File: src/audio_out_pkg.sv
// constants, register map and types of the audio output status logic
// assumes a single 50 MHz processor clock; offsets are byte addresses
package audio_out_pkg;

  // ==========================================================
  // register map
  localparam logic [7:0] CONTROL_OFFSET = 8'h00;
  localparam logic [7:0] TIMESTAMP_OFFSET = 8'h04;
  localparam logic [7:0] STATUS_OFFSET = 8'h08;
  localparam logic [7:0] BASE1_OFFSET = 8'h0C;
  localparam logic [7:0] BASE2_OFFSET = 8'h10;
  localparam logic [7:0] SIZE_OFFSET = 8'h14;

  // ==========================================================
  // control field positions
  localparam int CTL_RESET_BIT = 31;
  localparam int CTL_TRANS_BIT = 30;
  localparam int CTL_AWAKE_BIT = 29;
  localparam int CTL_INTEN_LSB = 4;
  localparam int CTL_ACK_LSB = 0;

  // flag order, shared by enables, acknowledges and status
  localparam int FLAG_FIRST = 0;
  localparam int FLAG_SECOND = 1;
  localparam int FLAG_BANDWIDTH = 2;
  localparam int FLAG_STARVED = 3;
  localparam int STATUS_ACTIVE_BIT = 4;

  localparam int IRQ_SOURCE_NUMBER = 12;

  // ==========================================================
  // reset values
  localparam logic [3:0] INTEN_RESET = 4'h0;
  localparam logic [3:0] FLAGS_RESET = 4'h0;
  localparam logic [1:0] BUF_VALID_RESET = 2'h3;
  localparam logic [31:0] TIMESTAMP_RESET = 32'h0;
  localparam logic [31:0] BASE_RESET = 32'h0;
  localparam logic [15:0] SIZE_RESET = 16'h0;

  // ==========================================================
  // sizes and timing
  localparam int PREFETCH_BYTES = 64;
  localparam int WORD_BYTES = 4;
  localparam int PREFETCH_WORDS = PREFETCH_BYTES / WORD_BYTES;
  localparam int CLK_PERIOD_NS = 20;
  localparam int ARB_MARGIN_NS = 20;
  localparam int ARB_MARGIN_CYCLES = (ARB_MARGIN_NS + CLK_PERIOD_NS - 1) / CLK_PERIOD_NS;

  typedef enum logic {FETCH_IDLE, FETCH_WAIT} fetch_state_t;

endpackage

File: src/audio_out_prefetch.sv
// prefetch store for fetched sample words, first in first out
// assumes the writer never pushes while in_ready is low
`timescale 1ns/1ps
`default_nettype none
module audio_out_prefetch #(
  parameter int WIDTH = 33,
  parameter int DEPTH = 16
) (
  // clock and reset
  input wire logic clk,
  input wire logic rst,
  input wire logic flush,
  // fill side
  input wire logic in_valid,
  output logic in_ready,
  input wire logic [WIDTH-1:0] in_data,
  // drain side
  output logic out_valid,
  input wire logic out_ready,
  output logic [WIDTH-1:0] out_data,
  output logic [$clog2(DEPTH+1)-1:0] level
);
  localparam int PW = $clog2(DEPTH);
  localparam int CW = $clog2(DEPTH+1);

  if (DEPTH < 2 || (DEPTH & (DEPTH - 1)) != 0) begin : g_depth_check
    $error("prefetch depth must be a power of two of at least 2");
  end

  logic [WIDTH-1:0] mem [DEPTH];
  logic [PW-1:0] wr_ptr_ff, rd_ptr_ff, nxt_wr_ptr, nxt_rd_ptr;
  logic [CW-1:0] count_ff, nxt_count;
  logic push, pop;

  assign in_ready = count_ff != CW'(DEPTH);
  assign out_valid = count_ff != '0;
  assign out_data = mem[rd_ptr_ff];
  assign level = count_ff;
  assign push = in_valid && in_ready;
  assign pop = out_valid && out_ready;

  always_comb begin
    nxt_wr_ptr = push ? wr_ptr_ff + PW'(1) : wr_ptr_ff;
    nxt_rd_ptr = pop ? rd_ptr_ff + PW'(1) : rd_ptr_ff;
    nxt_count = count_ff + CW'(push) - CW'(pop);
    if (flush) begin
      nxt_wr_ptr = '0;
      nxt_rd_ptr = '0;
      nxt_count = '0;
    end
  end

  always_ff @(posedge clk or posedge rst) begin
    if (rst) begin
      wr_ptr_ff <= '0;
      rd_ptr_ff <= '0;
      count_ff <= '0;
    end else begin
      wr_ptr_ff <= nxt_wr_ptr;
      rd_ptr_ff <= nxt_rd_ptr;
      count_ff <= nxt_count;
    end
  end

  always_ff @(posedge clk) begin
    if (push) begin
      mem[wr_ptr_ff] <= in_data;
    end
  end
endmodule // audio_out_prefetch
`default_nettype wire

File: src/audio_out_irq_error_timestamp.sv
// status flags, interrupt, starvation recovery, timestamp and powerdown of the audio output
// assumes synchronous inputs, a plain register port and a word-wide memory read port
// What this block does
// - one interrupt line: any flag with enable
// - flags stay set until acknowledged
// - first acknowledge clears first drained, reads zero
// - second acknowledge clears second drained, reads zero
// - only bandwidth acknowledge clears bandwidth error
// - starved acknowledge alone clears underrun flag
// - transmission enable gates serial output and fetching
// - stay awake keeps running in global powerdown
// - interrupt enables reset to zero
// - read-only timestamp of last buffer sample
// - cycle counter matches processor cycle count
// - timestamp counter never powers down
// - block powerdown input powers the unit down
// - powerdown freezes serial pins, master clock runs
// - 64-byte prefetch plus one holding register
// - empty prefetch at sample time: bandwidth error, repeat
// - missing buffer: underrun, repeat until acknowledge
// - reset bit resets the audio logic
// - drained buffer flags, continue from other buffer
// - acknowledge drops interrupt next clock edge
//
// Our own choices: the register offsets and the strobed register port.
`timescale 1ns/1ps
`default_nettype none
module audio_out_irq_error_timestamp #(
  parameter int BIT_HALF_DIV = 4,
  parameter int MCLK_HALF_DIV = 1
) (
  // clock and reset
  input wire logic clk,
  input wire logic rst,
  // register port
  input wire logic [7:0] reg_addr,
  input wire logic [31:0] reg_wdata,
  input wire logic reg_write,
  input wire logic reg_read,
  output logic [31:0] reg_rdata,
  // power control
  input wire logic global_powerdown,
  input wire logic block_powerdown,
  // memory read port
  output logic dma_req,
  output logic [31:0] dma_addr,
  input wire logic dma_ack,
  input wire logic [31:0] dma_rdata,
  // converter pins
  output logic serial_bit_clock,
  output logic serial_data_outputs,
  output logic word_select,
  output logic converter_master_clock,
  // interrupt
  output logic audio_out_irq
);
  localparam int DEPTH = audio_out_pkg::PREFETCH_WORDS;
  localparam int LW = $clog2(DEPTH+1);

  if (BIT_HALF_DIV < 1 || BIT_HALF_DIV > 65535 || MCLK_HALF_DIV < 1 || MCLK_HALF_DIV > 65535)
  begin : g_div_check
    $error("clock dividers must lie between 1 and 65535");
  end

  // ==========================================================
  // register decode and control fields
  logic ctl_wr, soft_rst, pd, run;
  logic [3:0] ack;
  logic trans_en_ff, awake_ff, nxt_trans_en, nxt_awake;
  logic [3:0] inten_ff, nxt_inten;
  logic [31:0] base1_ff, base2_ff, nxt_base1, nxt_base2;
  logic [15:0] size_ff, nxt_size;

  assign ctl_wr = reg_write && reg_addr == audio_out_pkg::CONTROL_OFFSET;
  assign soft_rst = ctl_wr && reg_wdata[audio_out_pkg::CTL_RESET_BIT];
  assign ack = ctl_wr ? reg_wdata[audio_out_pkg::CTL_ACK_LSB +: 4] : 4'h0;
  assign pd = block_powerdown || (global_powerdown && !awake_ff);
  assign run = trans_en_ff && !pd;

  always_comb begin
    nxt_trans_en = trans_en_ff;
    nxt_awake = awake_ff;
    nxt_inten = inten_ff;
    nxt_base1 = base1_ff;
    nxt_base2 = base2_ff;
    nxt_size = size_ff;
    if (ctl_wr) begin
      nxt_trans_en = reg_wdata[audio_out_pkg::CTL_TRANS_BIT];
      nxt_awake = reg_wdata[audio_out_pkg::CTL_AWAKE_BIT];
      nxt_inten = reg_wdata[audio_out_pkg::CTL_INTEN_LSB +: 4];
    end
    if (reg_write && reg_addr == audio_out_pkg::BASE1_OFFSET) begin
      nxt_base1 = reg_wdata;
    end
    if (reg_write && reg_addr == audio_out_pkg::BASE2_OFFSET) begin
      nxt_base2 = reg_wdata;
    end
    if (reg_write && reg_addr == audio_out_pkg::SIZE_OFFSET) begin
      nxt_size = reg_wdata[15:0];
    end
    if (soft_rst) begin
      nxt_trans_en = 1'b0;
      nxt_awake = 1'b0;
      nxt_inten = audio_out_pkg::INTEN_RESET;
      nxt_base1 = audio_out_pkg::BASE_RESET;
      nxt_base2 = audio_out_pkg::BASE_RESET;
      nxt_size = audio_out_pkg::SIZE_RESET;
    end
  end

  always_ff @(posedge clk or posedge rst) begin
    if (rst) begin
      trans_en_ff <= 1'b0;
      awake_ff <= 1'b0;
      inten_ff <= audio_out_pkg::INTEN_RESET;
      base1_ff <= audio_out_pkg::BASE_RESET;
      base2_ff <= audio_out_pkg::BASE_RESET;
      size_ff <= audio_out_pkg::SIZE_RESET;
    end else begin
      trans_en_ff <= nxt_trans_en;
      awake_ff <= nxt_awake;
      inten_ff <= nxt_inten;
      base1_ff <= nxt_base1;
      base2_ff <= nxt_base2;
      size_ff <= nxt_size;
    end
  end

  // ==========================================================
  // condition flags and interrupt
  logic [3:0] flags_ff, nxt_flags, flag_set;
  logic [3:0] fetch_set, serial_set;

  // each process drives its own event vector; one net merges them
  assign flag_set = fetch_set | serial_set;

  always_comb begin
    nxt_flags = (flags_ff & ~ack) | flag_set;
    if (soft_rst) begin
      nxt_flags = audio_out_pkg::FLAGS_RESET;
    end
  end

  always_ff @(posedge clk or posedge rst) begin
    if (rst) begin
      flags_ff <= audio_out_pkg::FLAGS_RESET;
    end else begin
      flags_ff <= nxt_flags;
    end
  end

  assign audio_out_irq = |(flags_ff & inten_ff);

  // ==========================================================
  // buffer fetch into the prefetch store
  audio_out_pkg::fetch_state_t fetch_ff, nxt_fetch;
  logic [1:0] valid_ff, nxt_valid;
  logic active_ff, nxt_active;
  logic [15:0] idx_ff, nxt_idx;
  logic [31:0] addr_ff, nxt_addr;
  logic cur_valid, word_last, push, in_ready, out_valid, pop;
  logic [31:0] cur_base;
  logic [32:0] out_word;
  logic [LW-1:0] level;

  assign cur_valid = active_ff ? valid_ff[0] : valid_ff[1];
  assign cur_base = active_ff ? base1_ff : base2_ff;
  assign word_last = ({1'b0, idx_ff} + 17'h00001) >= {1'b0, size_ff};
  assign push = fetch_ff == audio_out_pkg::FETCH_WAIT && dma_ack && in_ready;
  assign dma_req = fetch_ff == audio_out_pkg::FETCH_WAIT;
  assign dma_addr = addr_ff;

  always_comb begin
    nxt_fetch = fetch_ff;
    nxt_valid = valid_ff;
    nxt_active = active_ff;
    nxt_idx = idx_ff;
    nxt_addr = addr_ff;
    fetch_set = 4'h0;
    unique case (fetch_ff)
      audio_out_pkg::FETCH_IDLE: begin
        if (run && cur_valid && level != LW'(DEPTH)) begin
          nxt_fetch = audio_out_pkg::FETCH_WAIT;
          nxt_addr = cur_base + {14'h0000, idx_ff, 2'h0};
        end
      end
      audio_out_pkg::FETCH_WAIT: begin
        if (push) begin
          nxt_fetch = audio_out_pkg::FETCH_IDLE;
          nxt_idx = idx_ff + 16'h0001;
          if (word_last) begin
            fetch_set[audio_out_pkg::FLAG_FIRST] = active_ff;
            fetch_set[audio_out_pkg::FLAG_SECOND] = !active_ff;
            nxt_valid[0] = active_ff ? 1'b0 : valid_ff[0];
            nxt_valid[1] = active_ff ? valid_ff[1] : 1'b0;
            nxt_active = !active_ff;
            nxt_idx = 16'h0000;
          end
        end
      end
    endcase
    // a first or second acknowledge hands over a refilled buffer and ends an underrun
    if (ack[audio_out_pkg::FLAG_FIRST]) begin
      nxt_valid[0] = 1'b1;
    end
    if (ack[audio_out_pkg::FLAG_SECOND]) begin
      nxt_valid[1] = 1'b1;
    end
    if (soft_rst) begin
      nxt_fetch = audio_out_pkg::FETCH_IDLE;
      nxt_valid = audio_out_pkg::BUF_VALID_RESET;
      nxt_active = 1'b1;
      nxt_idx = 16'h0000;
      nxt_addr = 32'h00000000;
    end
  end

  always_ff @(posedge clk or posedge rst) begin
    if (rst) begin
      fetch_ff <= audio_out_pkg::FETCH_IDLE;
      valid_ff <= audio_out_pkg::BUF_VALID_RESET;
      active_ff <= 1'b1;
      idx_ff <= 16'h0000;
      addr_ff <= 32'h00000000;
    end else begin
      fetch_ff <= nxt_fetch;
      valid_ff <= nxt_valid;
      active_ff <= nxt_active;
      idx_ff <= nxt_idx;
      addr_ff <= nxt_addr;
    end
  end

  audio_out_prefetch #(
    .WIDTH(33),
    .DEPTH(DEPTH)
  ) u_prefetch (
    .clk(clk),
    .rst(rst),
    .flush(soft_rst),
    .in_valid(push),
    .in_ready(in_ready),
    .in_data({word_last, dma_rdata}),
    .out_valid(out_valid),
    .out_ready(pop),
    .out_data(out_word),
    .level(level)
  );

  // ==========================================================
  // holding register and serial output
  logic [31:0] hold_ff, last_ff, shift_ff, nxt_hold, nxt_last, nxt_shift, word;
  logic hold_full_ff, hold_last_ff, shift_last_ff, primed_ff;
  logic nxt_hold_full, nxt_hold_last, nxt_shift_last, nxt_primed;
  logic [15:0] half_cnt_ff, nxt_half_cnt;
  logic sck_ff, sd_ff, ws_ff, nxt_sck, nxt_sd, nxt_ws;
  logic [4:0] bit_cnt_ff, nxt_bit_cnt;
  logic half_tick, fall, sample_due, ts_capture;

  assign pop = out_valid && !hold_full_ff;
  assign half_tick = run && half_cnt_ff == 16'(BIT_HALF_DIV - 1);
  assign fall = half_tick && sck_ff;
  assign sample_due = fall && bit_cnt_ff == 5'h00;
  assign ts_capture = sample_due && shift_last_ff;

  always_comb begin
    nxt_hold = hold_ff;
    nxt_hold_full = hold_full_ff;
    nxt_hold_last = hold_last_ff;
    nxt_last = last_ff;
    nxt_shift = shift_ff;
    nxt_shift_last = shift_last_ff;
    nxt_primed = primed_ff;
    nxt_half_cnt = half_cnt_ff;
    nxt_sck = sck_ff;
    nxt_sd = sd_ff;
    nxt_ws = ws_ff;
    nxt_bit_cnt = bit_cnt_ff;
    word = hold_full_ff ? hold_ff : last_ff;
    serial_set = 4'h0;
    if (pop) begin
      nxt_hold = out_word[31:0];
      nxt_hold_last = out_word[32];
      nxt_hold_full = 1'b1;
    end
    if (run) begin
      nxt_half_cnt = half_tick ? 16'h0000 : half_cnt_ff + 16'h0001;
    end
    if (half_tick) begin
      nxt_sck = !sck_ff;
    end
    if (fall) begin
      nxt_ws = bit_cnt_ff[4];
      nxt_bit_cnt = bit_cnt_ff + 5'h01;
      nxt_sd = shift_ff[31];
      nxt_shift = {shift_ff[30:0], 1'b0};
    end
    if (sample_due) begin
      nxt_sd = word[31];
      nxt_shift = {word[30:0], 1'b0};
      nxt_last = word;
      nxt_shift_last = hold_full_ff && hold_last_ff;
      if (hold_full_ff) begin
        nxt_hold_full = 1'b0;
        nxt_primed = 1'b1;
      end else if (primed_ff) begin
        // starved with no buffer handed over is underrun, otherwise fetch was too slow
        serial_set[audio_out_pkg::FLAG_STARVED] = !cur_valid;
        serial_set[audio_out_pkg::FLAG_BANDWIDTH] = cur_valid;
      end
    end
    if (soft_rst) begin
      nxt_hold_full = 1'b0;
      nxt_hold_last = 1'b0;
      nxt_last = 32'h00000000;
      nxt_shift = 32'h00000000;
      nxt_shift_last = 1'b0;
      nxt_primed = 1'b0;
      nxt_half_cnt = 16'h0000;
      nxt_sck = 1'b0;
      nxt_sd = 1'b0;
      nxt_ws = 1'b0;
      nxt_bit_cnt = 5'h00;
    end
  end

  always_ff @(posedge clk or posedge rst) begin
    if (rst) begin
      hold_ff <= 32'h00000000;
      hold_full_ff <= 1'b0;
      hold_last_ff <= 1'b0;
      last_ff <= 32'h00000000;
      shift_ff <= 32'h00000000;
      shift_last_ff <= 1'b0;
      primed_ff <= 1'b0;
      half_cnt_ff <= 16'h0000;
      sck_ff <= 1'b0;
      sd_ff <= 1'b0;
      ws_ff <= 1'b0;
      bit_cnt_ff <= 5'h00;
    end else begin
      hold_ff <= nxt_hold;
      hold_full_ff <= nxt_hold_full;
      hold_last_ff <= nxt_hold_last;
      last_ff <= nxt_last;
      shift_ff <= nxt_shift;
      shift_last_ff <= nxt_shift_last;
      primed_ff <= nxt_primed;
      half_cnt_ff <= nxt_half_cnt;
      sck_ff <= nxt_sck;
      sd_ff <= nxt_sd;
      ws_ff <= nxt_ws;
      bit_cnt_ff <= nxt_bit_cnt;
    end
  end

  assign serial_bit_clock = sck_ff;
  assign serial_data_outputs = sd_ff;
  assign word_select = ws_ff;

  // ==========================================================
  // timestamp, master clock and read data
  logic [31:0] ts_cnt_ff, ts_ff, nxt_ts_cnt, nxt_ts, rdata_ff, nxt_rdata;
  logic [15:0] mclk_cnt_ff, nxt_mclk_cnt;
  logic mclk_ff, nxt_mclk;

  always_comb begin
    nxt_ts_cnt = ts_cnt_ff + 32'h00000001;
    nxt_ts = ts_capture ? ts_cnt_ff : ts_ff;
    if (soft_rst) begin
      nxt_ts = audio_out_pkg::TIMESTAMP_RESET;
    end
    nxt_mclk_cnt = mclk_cnt_ff + 16'h0001;
    nxt_mclk = mclk_ff;
    if (mclk_cnt_ff == 16'(MCLK_HALF_DIV - 1)) begin
      nxt_mclk_cnt = 16'h0000;
      nxt_mclk = !mclk_ff;
    end
    nxt_rdata = 32'h00000000;
    if (reg_read) begin
      unique case (reg_addr)
        audio_out_pkg::CONTROL_OFFSET: nxt_rdata = {1'b0, trans_en_ff, awake_ff, 21'h000000,
                                                    inten_ff, 4'h0};
        audio_out_pkg::TIMESTAMP_OFFSET: nxt_rdata = ts_ff;
        audio_out_pkg::STATUS_OFFSET: nxt_rdata = {27'h0000000, active_ff, flags_ff};
        audio_out_pkg::BASE1_OFFSET: nxt_rdata = base1_ff;
        audio_out_pkg::BASE2_OFFSET: nxt_rdata = base2_ff;
        audio_out_pkg::SIZE_OFFSET: nxt_rdata = {16'h0000, size_ff};
        default: nxt_rdata = 32'h00000000;
      endcase
    end
  end

  always_ff @(posedge clk or posedge rst) begin
    if (rst) begin
      ts_cnt_ff <= audio_out_pkg::TIMESTAMP_RESET;
      ts_ff <= audio_out_pkg::TIMESTAMP_RESET;
      mclk_cnt_ff <= 16'h0000;
      mclk_ff <= 1'b0;
      rdata_ff <= 32'h00000000;
    end else begin
      ts_cnt_ff <= nxt_ts_cnt;
      ts_ff <= nxt_ts;
      mclk_cnt_ff <= nxt_mclk_cnt;
      mclk_ff <= nxt_mclk;
      rdata_ff <= nxt_rdata;
    end
  end

  assign converter_master_clock = mclk_ff;
  assign reg_rdata = rdata_ff;
endmodule // audio_out_irq_error_timestamp
`default_nettype wire

File: config.mk
export PLATFORM = sky130hd
export DESIGN_NAME = audio_out_irq_error_timestamp
export DESIGN_NICKNAME = d
export VERILOG_FILES = /design/src/audio_out_pkg.sv /design/src/audio_out_prefetch.sv /design/src/audio_out_irq_error_timestamp.sv
export SDC_FILE = /design/constraint.sdc
export NUM_CORES = 2
export LEC_CHECK = 0
export BUFFER_PORTS_ARGS = -buffer_cell sky130_fd_sc_hd__buf_4
export CAP_MARGIN = 5
export CORE_MARGIN = 2
export CORE_UTILIZATION = 60
export DETAILED_ROUTE_END_ITERATION = 16
export PLACE_DENSITY_LB_ADDON = 0.25
export SLEW_MARGIN = 15
export SYNTH_ARGS = -nofsm -noshare
export SYNTH_HDL_FRONTEND = slang
export SYNTH_SLANG_ARGS = --single-unit
File: constraint.sdc
create_clock -name clk -period 17.18 [get_ports clk]
set_input_delay 1.718 -clock clk [delete_from_list [all_inputs] [get_ports clk]]
set_output_delay 1.718 -clock clk [all_outputs]
set_load 0.005 [all_outputs]
; After elaboration in Yosys (flattened, before gate mapping)
; Memories as Yosys holds them, arrays and structs flattened.
; Index checks and enable logic that the tools add are counted.
[totals]
regBits = 392
ram_bits = 528
output_inout_bits = 70
n_memories = 1
wordCells = 210
[memory_table]
columns = memory, words, width, read_ports, rd_clocked_by_memory_dff, write_ports, line
row1 = u_prefetch.mem, 16, 33, 1, 0, 1, audio_out_prefetch.sv:30  ; logic [WIDTH-1:0] mem [DEPTH];
[op_classes]
magnitude_cmp = 1
n_mux = 86
reduce_logical = 63
n_eq_ne = 9
n_bitwise = 6
addsub = 11
[op_table]
columns = cell, n
row1 = two-way mux 32 bit, 17
row2 = one-hot mux 32 bit (6 select lines), 1
row3 = two-way mux 16 bit, 10
row4 = "adder 16 x 1 -> 16 bit, second input constant", 3
row5 = two-way mux 1 bit, 36
row6 = nonzero test 2 bit, 17
row7 = "adder 32 x 1 -> 32 bit, second input constant", 1
row8 = adder 32 x 18 -> 32 bit, 1
row9 = two-way mux 4 bit, 8
row10 = nonzero test 3 bit, 8
row11 = two-way mux 2 bit, 10
row12 = logical AND 1 bit, 19
row13 = "adder 16 x 1 -> 17 bit, second input constant", 1
row14 = >= comparator 17 x 16 -> 1 bit, 1
row15 = "== test 16 x 2 -> 1 bit, second input constant", 1
row16 = "== test 8 x 4 -> 1 bit, second input constant", 2
row17 = "== test 8 x 5 -> 1 bit, second input constant", 2
row18 = zero test 16 bit, 1
row19 = two-way mux 5 bit, 3
row20 = "adder 4 x 1 -> 4 bit, second input constant", 2
row21 = AND 4 bit, 2
row22 = "== test 8 x 3 -> 1 bit, second input constant", 1
row23 = zero test 8 bit, 1
row24 = AND reduction 4 bit, 2
row25 = other kinds (18), 26

; Logic depth before layout (Yosys ltp)
[depth]
ltp_word = 12
ltp_mapped = 15
depth_no_buf = 15

; By module
; A second synthesis with hierarchy kept.
[unflattened]
hier_cells = 2915
hier_area_um2 = 39529.2
[by_module_without_submodules]
columns = module, area_each_um2, seq_area_each_um2, instances, cells_per_inst
row1 = audio_out_prefetch, 21025.2, 16180.5, 1, 1060
row2 = audio_out_irq_error_timestamp, 18504.0, 9462.8, 1, 1855

; Worst setup path after synthesis
; Ideal clock, no wire load.
[synth_timing]
path_kind = register to register
startpoint = register active_ff
endpoint = register addr_ff[24] (netlist: dma_addr[24])
setup_ns = 0.130
n_path_buf = 5
stages_incl_launch_ff = 15
period_less_slack_ns = 4.107
slack_ns = 13.073
arrival_ns = 3.977
cell_sequence = dfstp_2 > clkbuf_1 > clkbuf_1 > buf_2 > buf_1 > mux2_2 > ha_1 > clkbuf_1 > nand3_1 > or3_1 > a21oi_1 > nor3_1 > nor3_2 > nor4b_1 > nor3_1
[synth_via]
elab_chain_len = 5
word_cells_on_any_way = 10
classes_between = 1 x add/sub / 5 x mux / 4 x reduce/logical
[synth_lines]
columns = item, line
row1 = from (decl), audio_out_irq_error_timestamp.sv:158  ; logic active_ff, nxt_active;
row2 = from (signal assigned), audio_out_irq_error_timestamp.sv:228  ; active_ff <= nxt_active;
row3 = two-way mux 32 bit or two-way mux 1 bit (tied branches), "audio_out_irq_error_timestamp.sv:167, audio_out_irq_error_timestamp.sv:166"
row4 = adder 32 x 18 -> 32 bit or logical AND 1 bit (tied branches), "audio_out_irq_error_timestamp.sv:184, audio_out_irq_error_timestamp.sv:182"
row5 = two-way mux 32 bit or logical AND 1 bit (tied branches), audio_out_irq_error_timestamp.sv:182  ; if (run && cur_valid && level != LW'(DEPTH)) begin
row6 = two-way mux 32 bit or nonzero test 2 bit (tied branches), n/a
row7 = two-way mux 32 bit or AND reduction 2 bit (tied branches), n/a
row8 = to (signal assigned), audio_out_irq_error_timestamp.sv:230  ; addr_ff <= nxt_addr;
row9 = to (decl), audio_out_irq_error_timestamp.sv:160  ; logic [31:0] addr_ff, nxt_addr;
; Several ways; a longest one is shown, not always the timed one. The select of a mux whose other input is x is not followed.
; A chain may end at the register's enable or synchronous reset.

; Worst setup path in the final report
[layout_timing]
startpoint = input port block_powerdown
endpoint = register ts_ff[2]
[layout_via]
elab_chain_len = 8
[layout_lines]
columns = item, line
row1 = from (decl), audio_out_irq_error_timestamp.sv:43  ; input wire logic block_powerdown,
row2 = logical OR 1 bit, audio_out_irq_error_timestamp.sv:77  ; assign pd = block_powerdown || (global_powerdown && !awake_ff);
row3 = zero test 1 bit, audio_out_irq_error_timestamp.sv:78  ; assign run = trans_en_ff && !pd;
row4 = logical AND 1 bit, audio_out_irq_error_timestamp.sv:78
row5 = logical AND 1 bit, audio_out_irq_error_timestamp.sv:261  ; assign half_tick = run && half_cnt_ff == 16'(BIT_HALF_DIV - 1);
row6 = logical AND 1 bit, audio_out_irq_error_timestamp.sv:262  ; assign fall = half_tick && sck_ff;
row7 = logical AND 1 bit, audio_out_irq_error_timestamp.sv:263  ; assign sample_due = fall && bit_cnt_ff == 5'h00;
row8 = logical AND 1 bit, audio_out_irq_error_timestamp.sv:264  ; assign ts_capture = sample_due && shift_last_ff;
row9 = nonzero test 2 bit (no line), n/a
row10 = to (signal assigned), audio_out_irq_error_timestamp.sv:397  ; ts_ff <= audio_out_pkg::TIMESTAMP_RESET;
row11 = to (signal assigned), audio_out_irq_error_timestamp.sv:403  ; ts_ff <= nxt_ts;
row12 = to (decl), audio_out_irq_error_timestamp.sv:363  ; logic [31:0] ts_cnt_ff, ts_ff, nxt_ts_cnt, nxt_ts, rdata_ff, nxt_rdata;
; No other way between the ends.

==> impl.org <==
** Outcome
- The flow ran to the end, and the final reports show no timing, DRC or antenna violations.

** GRT
- The number of global-route vias before repair is 24530.
- The initial antenna violation count came to 0.
- The first global-routing pass estimated 150.3 mm of wire.
- Largest net degree at the start of global routing :: 103
- Global Route Usage Sum :: 0.2957
- Final global-route overflow total :: 0

** Worst setup path
- STA puts the critical path data arrival time at 5030 ps.
- Maximum net fanout on the critical path :: 36
- Number of cells on the worst reg-to-reg path :: 10
- Terminus of the critical flop-to-flop path :: dma_addr[20]
- RR Startpoint :: active_ff
- Worst setup path category :: in -> reg
- Startpoint kind of the worst setup timing path :: input port
- STA classifies the critical path endpoint as a register.
- Data on the critical path is required at its endpoint by 17740 ps.
- Across all register-to-register paths, the minimum setup slack is 12710 ps.

** Floorplanning
- The floorplan step defined a core boundary enclosing 65630 um2.
- I/O pin count :: 149
- Floorplan die height :: 261.2 um
- The die covers 68200 um2.
- Initial core utilization :: 0.6046
- X dimension of the die :: 261.2 um
- The initialized floorplan defines 94 standard-cell rows.

** Synthesis
- Per-instance average area after synthesis :: 14.12 um2
- Ranked by total cell area, the synthesized netlist is headed by sky130_fd_sc_hd__edfxtp_1 (40%), sky130_fd_sc_hd__dfrtp_1 (24%), sky130_fd_sc_hd__mux4_2 (9.6%), sky130_fd_sc_hd__nand2_1 (3.9%), sky130_fd_sc_hd__a21oi_1 (2.0%).
- Number of flops mapped to enable cells by yosys :: 528
- The cell count after synthesis came out at 2810.
- For this run, the number of Yosys warnings is 0.
- Share of the synthesized area in the top cell type :: 0.3996
- Of all flip-flops after synthesis, the portion carrying an async set or reset was 0.4255.
- Leading area contributor after synthesis :: sky130_fd_sc_hd__edfxtp_1
- For this run, the leading register cell type out of synthesis is sky130_fd_sc_hd__edfxtp_1.
- Of the synthesized area, sequential elements account for 0.6463.
- Counting distinct cell types in the post-synthesis netlist gives 74.
- The number of nets handed over by synthesis was 2941.
- Synthesis-stage register bit count :: 919
- Post-synthesis cell area :: 39680 um2

** Route
- Remaining number of nets flagged by the antenna check after routing :: 0
- Using the TritonRoute via totals, the vias-per-cell ratio works out to 6.248.
- For this block, the via count after detailed routing is 24250.
- In the routed design, unresolved DRC markers number 0.
- Number of design-rule violations left by the first detailed-router iteration :: 2835
- In the final routed layout, each cell accounts on average for 25.42 um.
- First-pass iteration count of the detailed router :: 6
- Sum of routed wire length over all layers :: 98.64 mm

** STA
- Measured against its own limit, the worst slew margin works out to 0.1663.
- Setup skew after layout :: 64.94 ps
- Setup repair after global routing left no endpoint under its margin.
- Setup violations remaining at the end of the flow were counted as 0.
- Min setup slack post-route :: 12710 ps
- The final max-slew violation count is 0.
- Slew at the pin closest to its max-slew limit :: 1249 ps
- For the finished layout, the period the worst path requires is 4474 ps.
- Dividing the final minimum period by the clock period gives 0.2604.
- Static timing analysis puts the maximum clock frequency at 223.5 MHz.
- Worst hold slack :: 453.3 ps
- Setup total negative slack on the finished layout was measured at 0 ps.
- The final hold violation count came to 0.

** Job
- Max-cap violations in this run came to 0.

** Final layout
- For this run, the post-layout net count is 3072.
- Fraction of final layout cells with drive strength greater than 1 :: 0.2320
- The number of antenna diodes in the final layout is 0.
- Synthesis-to-finish area growth :: 12.70%
- At the end of the flow the core is filled with cells to 0.6814.

** Power
- Overall power consumption after layout is estimated at 4.622 mW.
- Leakage :: 17.10 nW
- Total power per unit cell area :: 103.4 nW/um2
- The worst-case IR drop observed on VDD is 0.1048 mV.

** CTS
- The cell sitting at the root of the clock tree is a sky130_fd_sc_hd__clkbuf_16.
- CTS tree :: yes
- Gates resized, CTS repair :: 0
- The H-tree was split into 3 levels.
- Number of sinks driven by the clock tree :: 919
- Setup fix buffers added after clock tree synthesis :: 0
- Clock Tree Buf Depth :: 3
- The later pin in the worst-skew pair is clocked with a latency of 680 ps.
- Clock buffer count from CTS :: 92
- Clock-pin slew was measured on the worst setup and hold paths at 60 ps.
- Number of buffers inserted for hold repair after clock tree synthesis :: 0

** Worst hold path
- Counting instances, the worst hold path has a depth of 2.
- The startpoint identified for the worst hold timing path is ts_cnt_ff[30].
- The path class of the tightest hold or removal check is reg -> reg.
- Hold endpoint :: ts_ff[30]

** Placement
- OpenSTA, run right after detailed placement, puts the worst setup slack at 12080 ps.
- Routability-driven placement finished with a final weighted congestion of 0.9086.
- Hpwl dp :: 57.46 mm
- Input/output buffers :: 148
critical path, cell delays in order:
cell and delay, ps:
sky130_fd_sc_hd__buf_4 100, sky130_fd_sc_hd__nand2b_1 180, sky130_fd_sc_hd__nor4_2 350, sky130_fd_sc_hd__nand3_2 700
sky130_fd_sc_hd__nor2b_1 700, sky130_fd_sc_hd__and3_1 960, sky130_fd_sc_hd__nand2_1 170, sky130_fd_sc_hd__nand2_1 120
power by group:
group          switching [mW]  internal [mW]
clock                   0.873           1.17
combinational           0.117         0.0763
sequential             0.0198           2.36
registers in the layout, summed over array words and instances (netlist names), 2 cells and up:
| name | flops |
|---|---|
| valid_ff | 2 |
| u_prefetch.mem | 528 |
| last_ff | 32 |
| shift_ff | 31 |
| u_prefetch.level | 5 |
| idx_ff | 16 |
| half_cnt_ff | 16 |
| flags_ff | 4 |
| mclk_cnt_ff | 16 |
| u_prefetch.wr_ptr_ff | 4 |
| base2_ff | 32 |
| size_ff | 16 |
| reg_rdata | 32 |
| ts_ff | 32 |
| hold_ff | 32 |
| base1_ff | 32 |
| bit_cnt_ff | 5 |
| inten_ff | 4 |
| ts_cnt_ff | 32 |
| u_prefetch.rd_ptr_ff | 4 |
| dma_addr | 32 |
worst max path at each step:
stage                                from   endpoint  slack [ps]  cells after the start
final                     block_powerdown   ts_ff[2]       12710                      8
after global routing      block_powerdown   ts_ff[2]       12410                      8
after floorplan                       rst   awake_ff        4600                      1
after global placement        reg_addr[0]  ts_ff[26]       12140                      9
after CTS                 block_powerdown   ts_ff[2]       12730                      8
after detailed placement  block_powerdown   ts_ff[2]       12080                      8
kinds of logic after synthesis:
group	Yosys count	share of synthesized area
flip-flops	919	0.6463
AND/OR/NAND/NOR	846	0.09880
AO/OA/AOI/OAI	384	0.06162
multiplexers	302	0.1316
buffers and inverters	207	0.02283
XOR/XNOR	100	0.02207
adder cells (fa/ha/maj)	52	0.01678
layout make-up:
class                           count  area (um2)
Fill cell                        4441       20910
Sequential cell                   919       25650
Clock inverter                     44       523.0
Tap cell                          864        1081
Multi-Input combinational cell   1684       13180
Inverter                           52       202.7
Timing Repair Buffer              192        1454
Clock buffer                      126        2625
routing by layer:
metal  vias to the layer above  GRT usage  part of all wire
met5                         -          0                 0
li1                      10650          -                 -
met1                     12400     0.3952              0.39
met2                       996     0.4922              0.50
met4                         0     0.1277             0.044
met3                       206    0.04172             0.063
Yosys cell counts (35+ instances only):
cell and number:
sky130_fd_sc_hd__mux2_2 68, sky130_fd_sc_hd__clkbuf_1 88, sky130_fd_sc_hd__o211ai_1 35, sky130_fd_sc_hd__xor2_1 37, sky130_fd_sc_hd__inv_1 51, sky130_fd_sc_hd__nor2_1 143, sky130_fd_sc_hd__xnor2_1 63, sky130_fd_sc_hd__edfxtp_1 528
sky130_fd_sc_hd__ha_1 50, sky130_fd_sc_hd__nor2_2 58, sky130_fd_sc_hd__o21ai_0 54, sky130_fd_sc_hd__nand3_1 56, sky130_fd_sc_hd__a21oi_1 156, sky130_fd_sc_hd__mux2i_1 65, sky130_fd_sc_hd__dfrtp_1 388, sky130_fd_sc_hd__nand2_1 413
sky130_fd_sc_hd__mux4_2 169
placed cells by master (no fill, tap or decap), types with 12 or more instances in the layout:
master                      count
sky130_fd_sc_hd__edfxtp_1     528
sky130_fd_sc_hd__nand2_1      413
sky130_fd_sc_hd__dfrtp_1      384
sky130_fd_sc_hd__buf_4        191
sky130_fd_sc_hd__mux4_2       169
sky130_fd_sc_hd__a21oi_1      155
sky130_fd_sc_hd__nor2_1       142
sky130_fd_sc_hd__clkbuf_16     96
sky130_fd_sc_hd__mux2_2        68
sky130_fd_sc_hd__mux2i_1       65
sky130_fd_sc_hd__xnor2_1       63
sky130_fd_sc_hd__nor2_2        58
sky130_fd_sc_hd__nand3_1       56
sky130_fd_sc_hd__o21ai_0       54
sky130_fd_sc_hd__inv_1         50
sky130_fd_sc_hd__ha_1          50
sky130_fd_sc_hd__xor2_1        37
sky130_fd_sc_hd__o211ai_1      35
sky130_fd_sc_hd__a21oi_2       29
sky130_fd_sc_hd__and3_1        27
sky130_fd_sc_hd__nor3_1        27
sky130_fd_sc_hd__nand4_1       20
sky130_fd_sc_hd__clkbuf_1      19
sky130_fd_sc_hd__a22oi_1       18
sky130_fd_sc_hd__a222oi_1      16
sky130_fd_sc_hd__clkinv_1      14
sky130_fd_sc_hd__a22o_1        13
sky130_fd_sc_hd__and2_2        12
sky130_fd_sc_hd__clkinv_2      12
metrics by stage:
step,instance area (um2),instances
final,44720,3881
after global routing,44720,3881
after CTS,44720,3881
after detailed placement,41570,3711
after global placement,41570,3711
after floorplan,39680,2810
(Power assumes the default switching activity.)
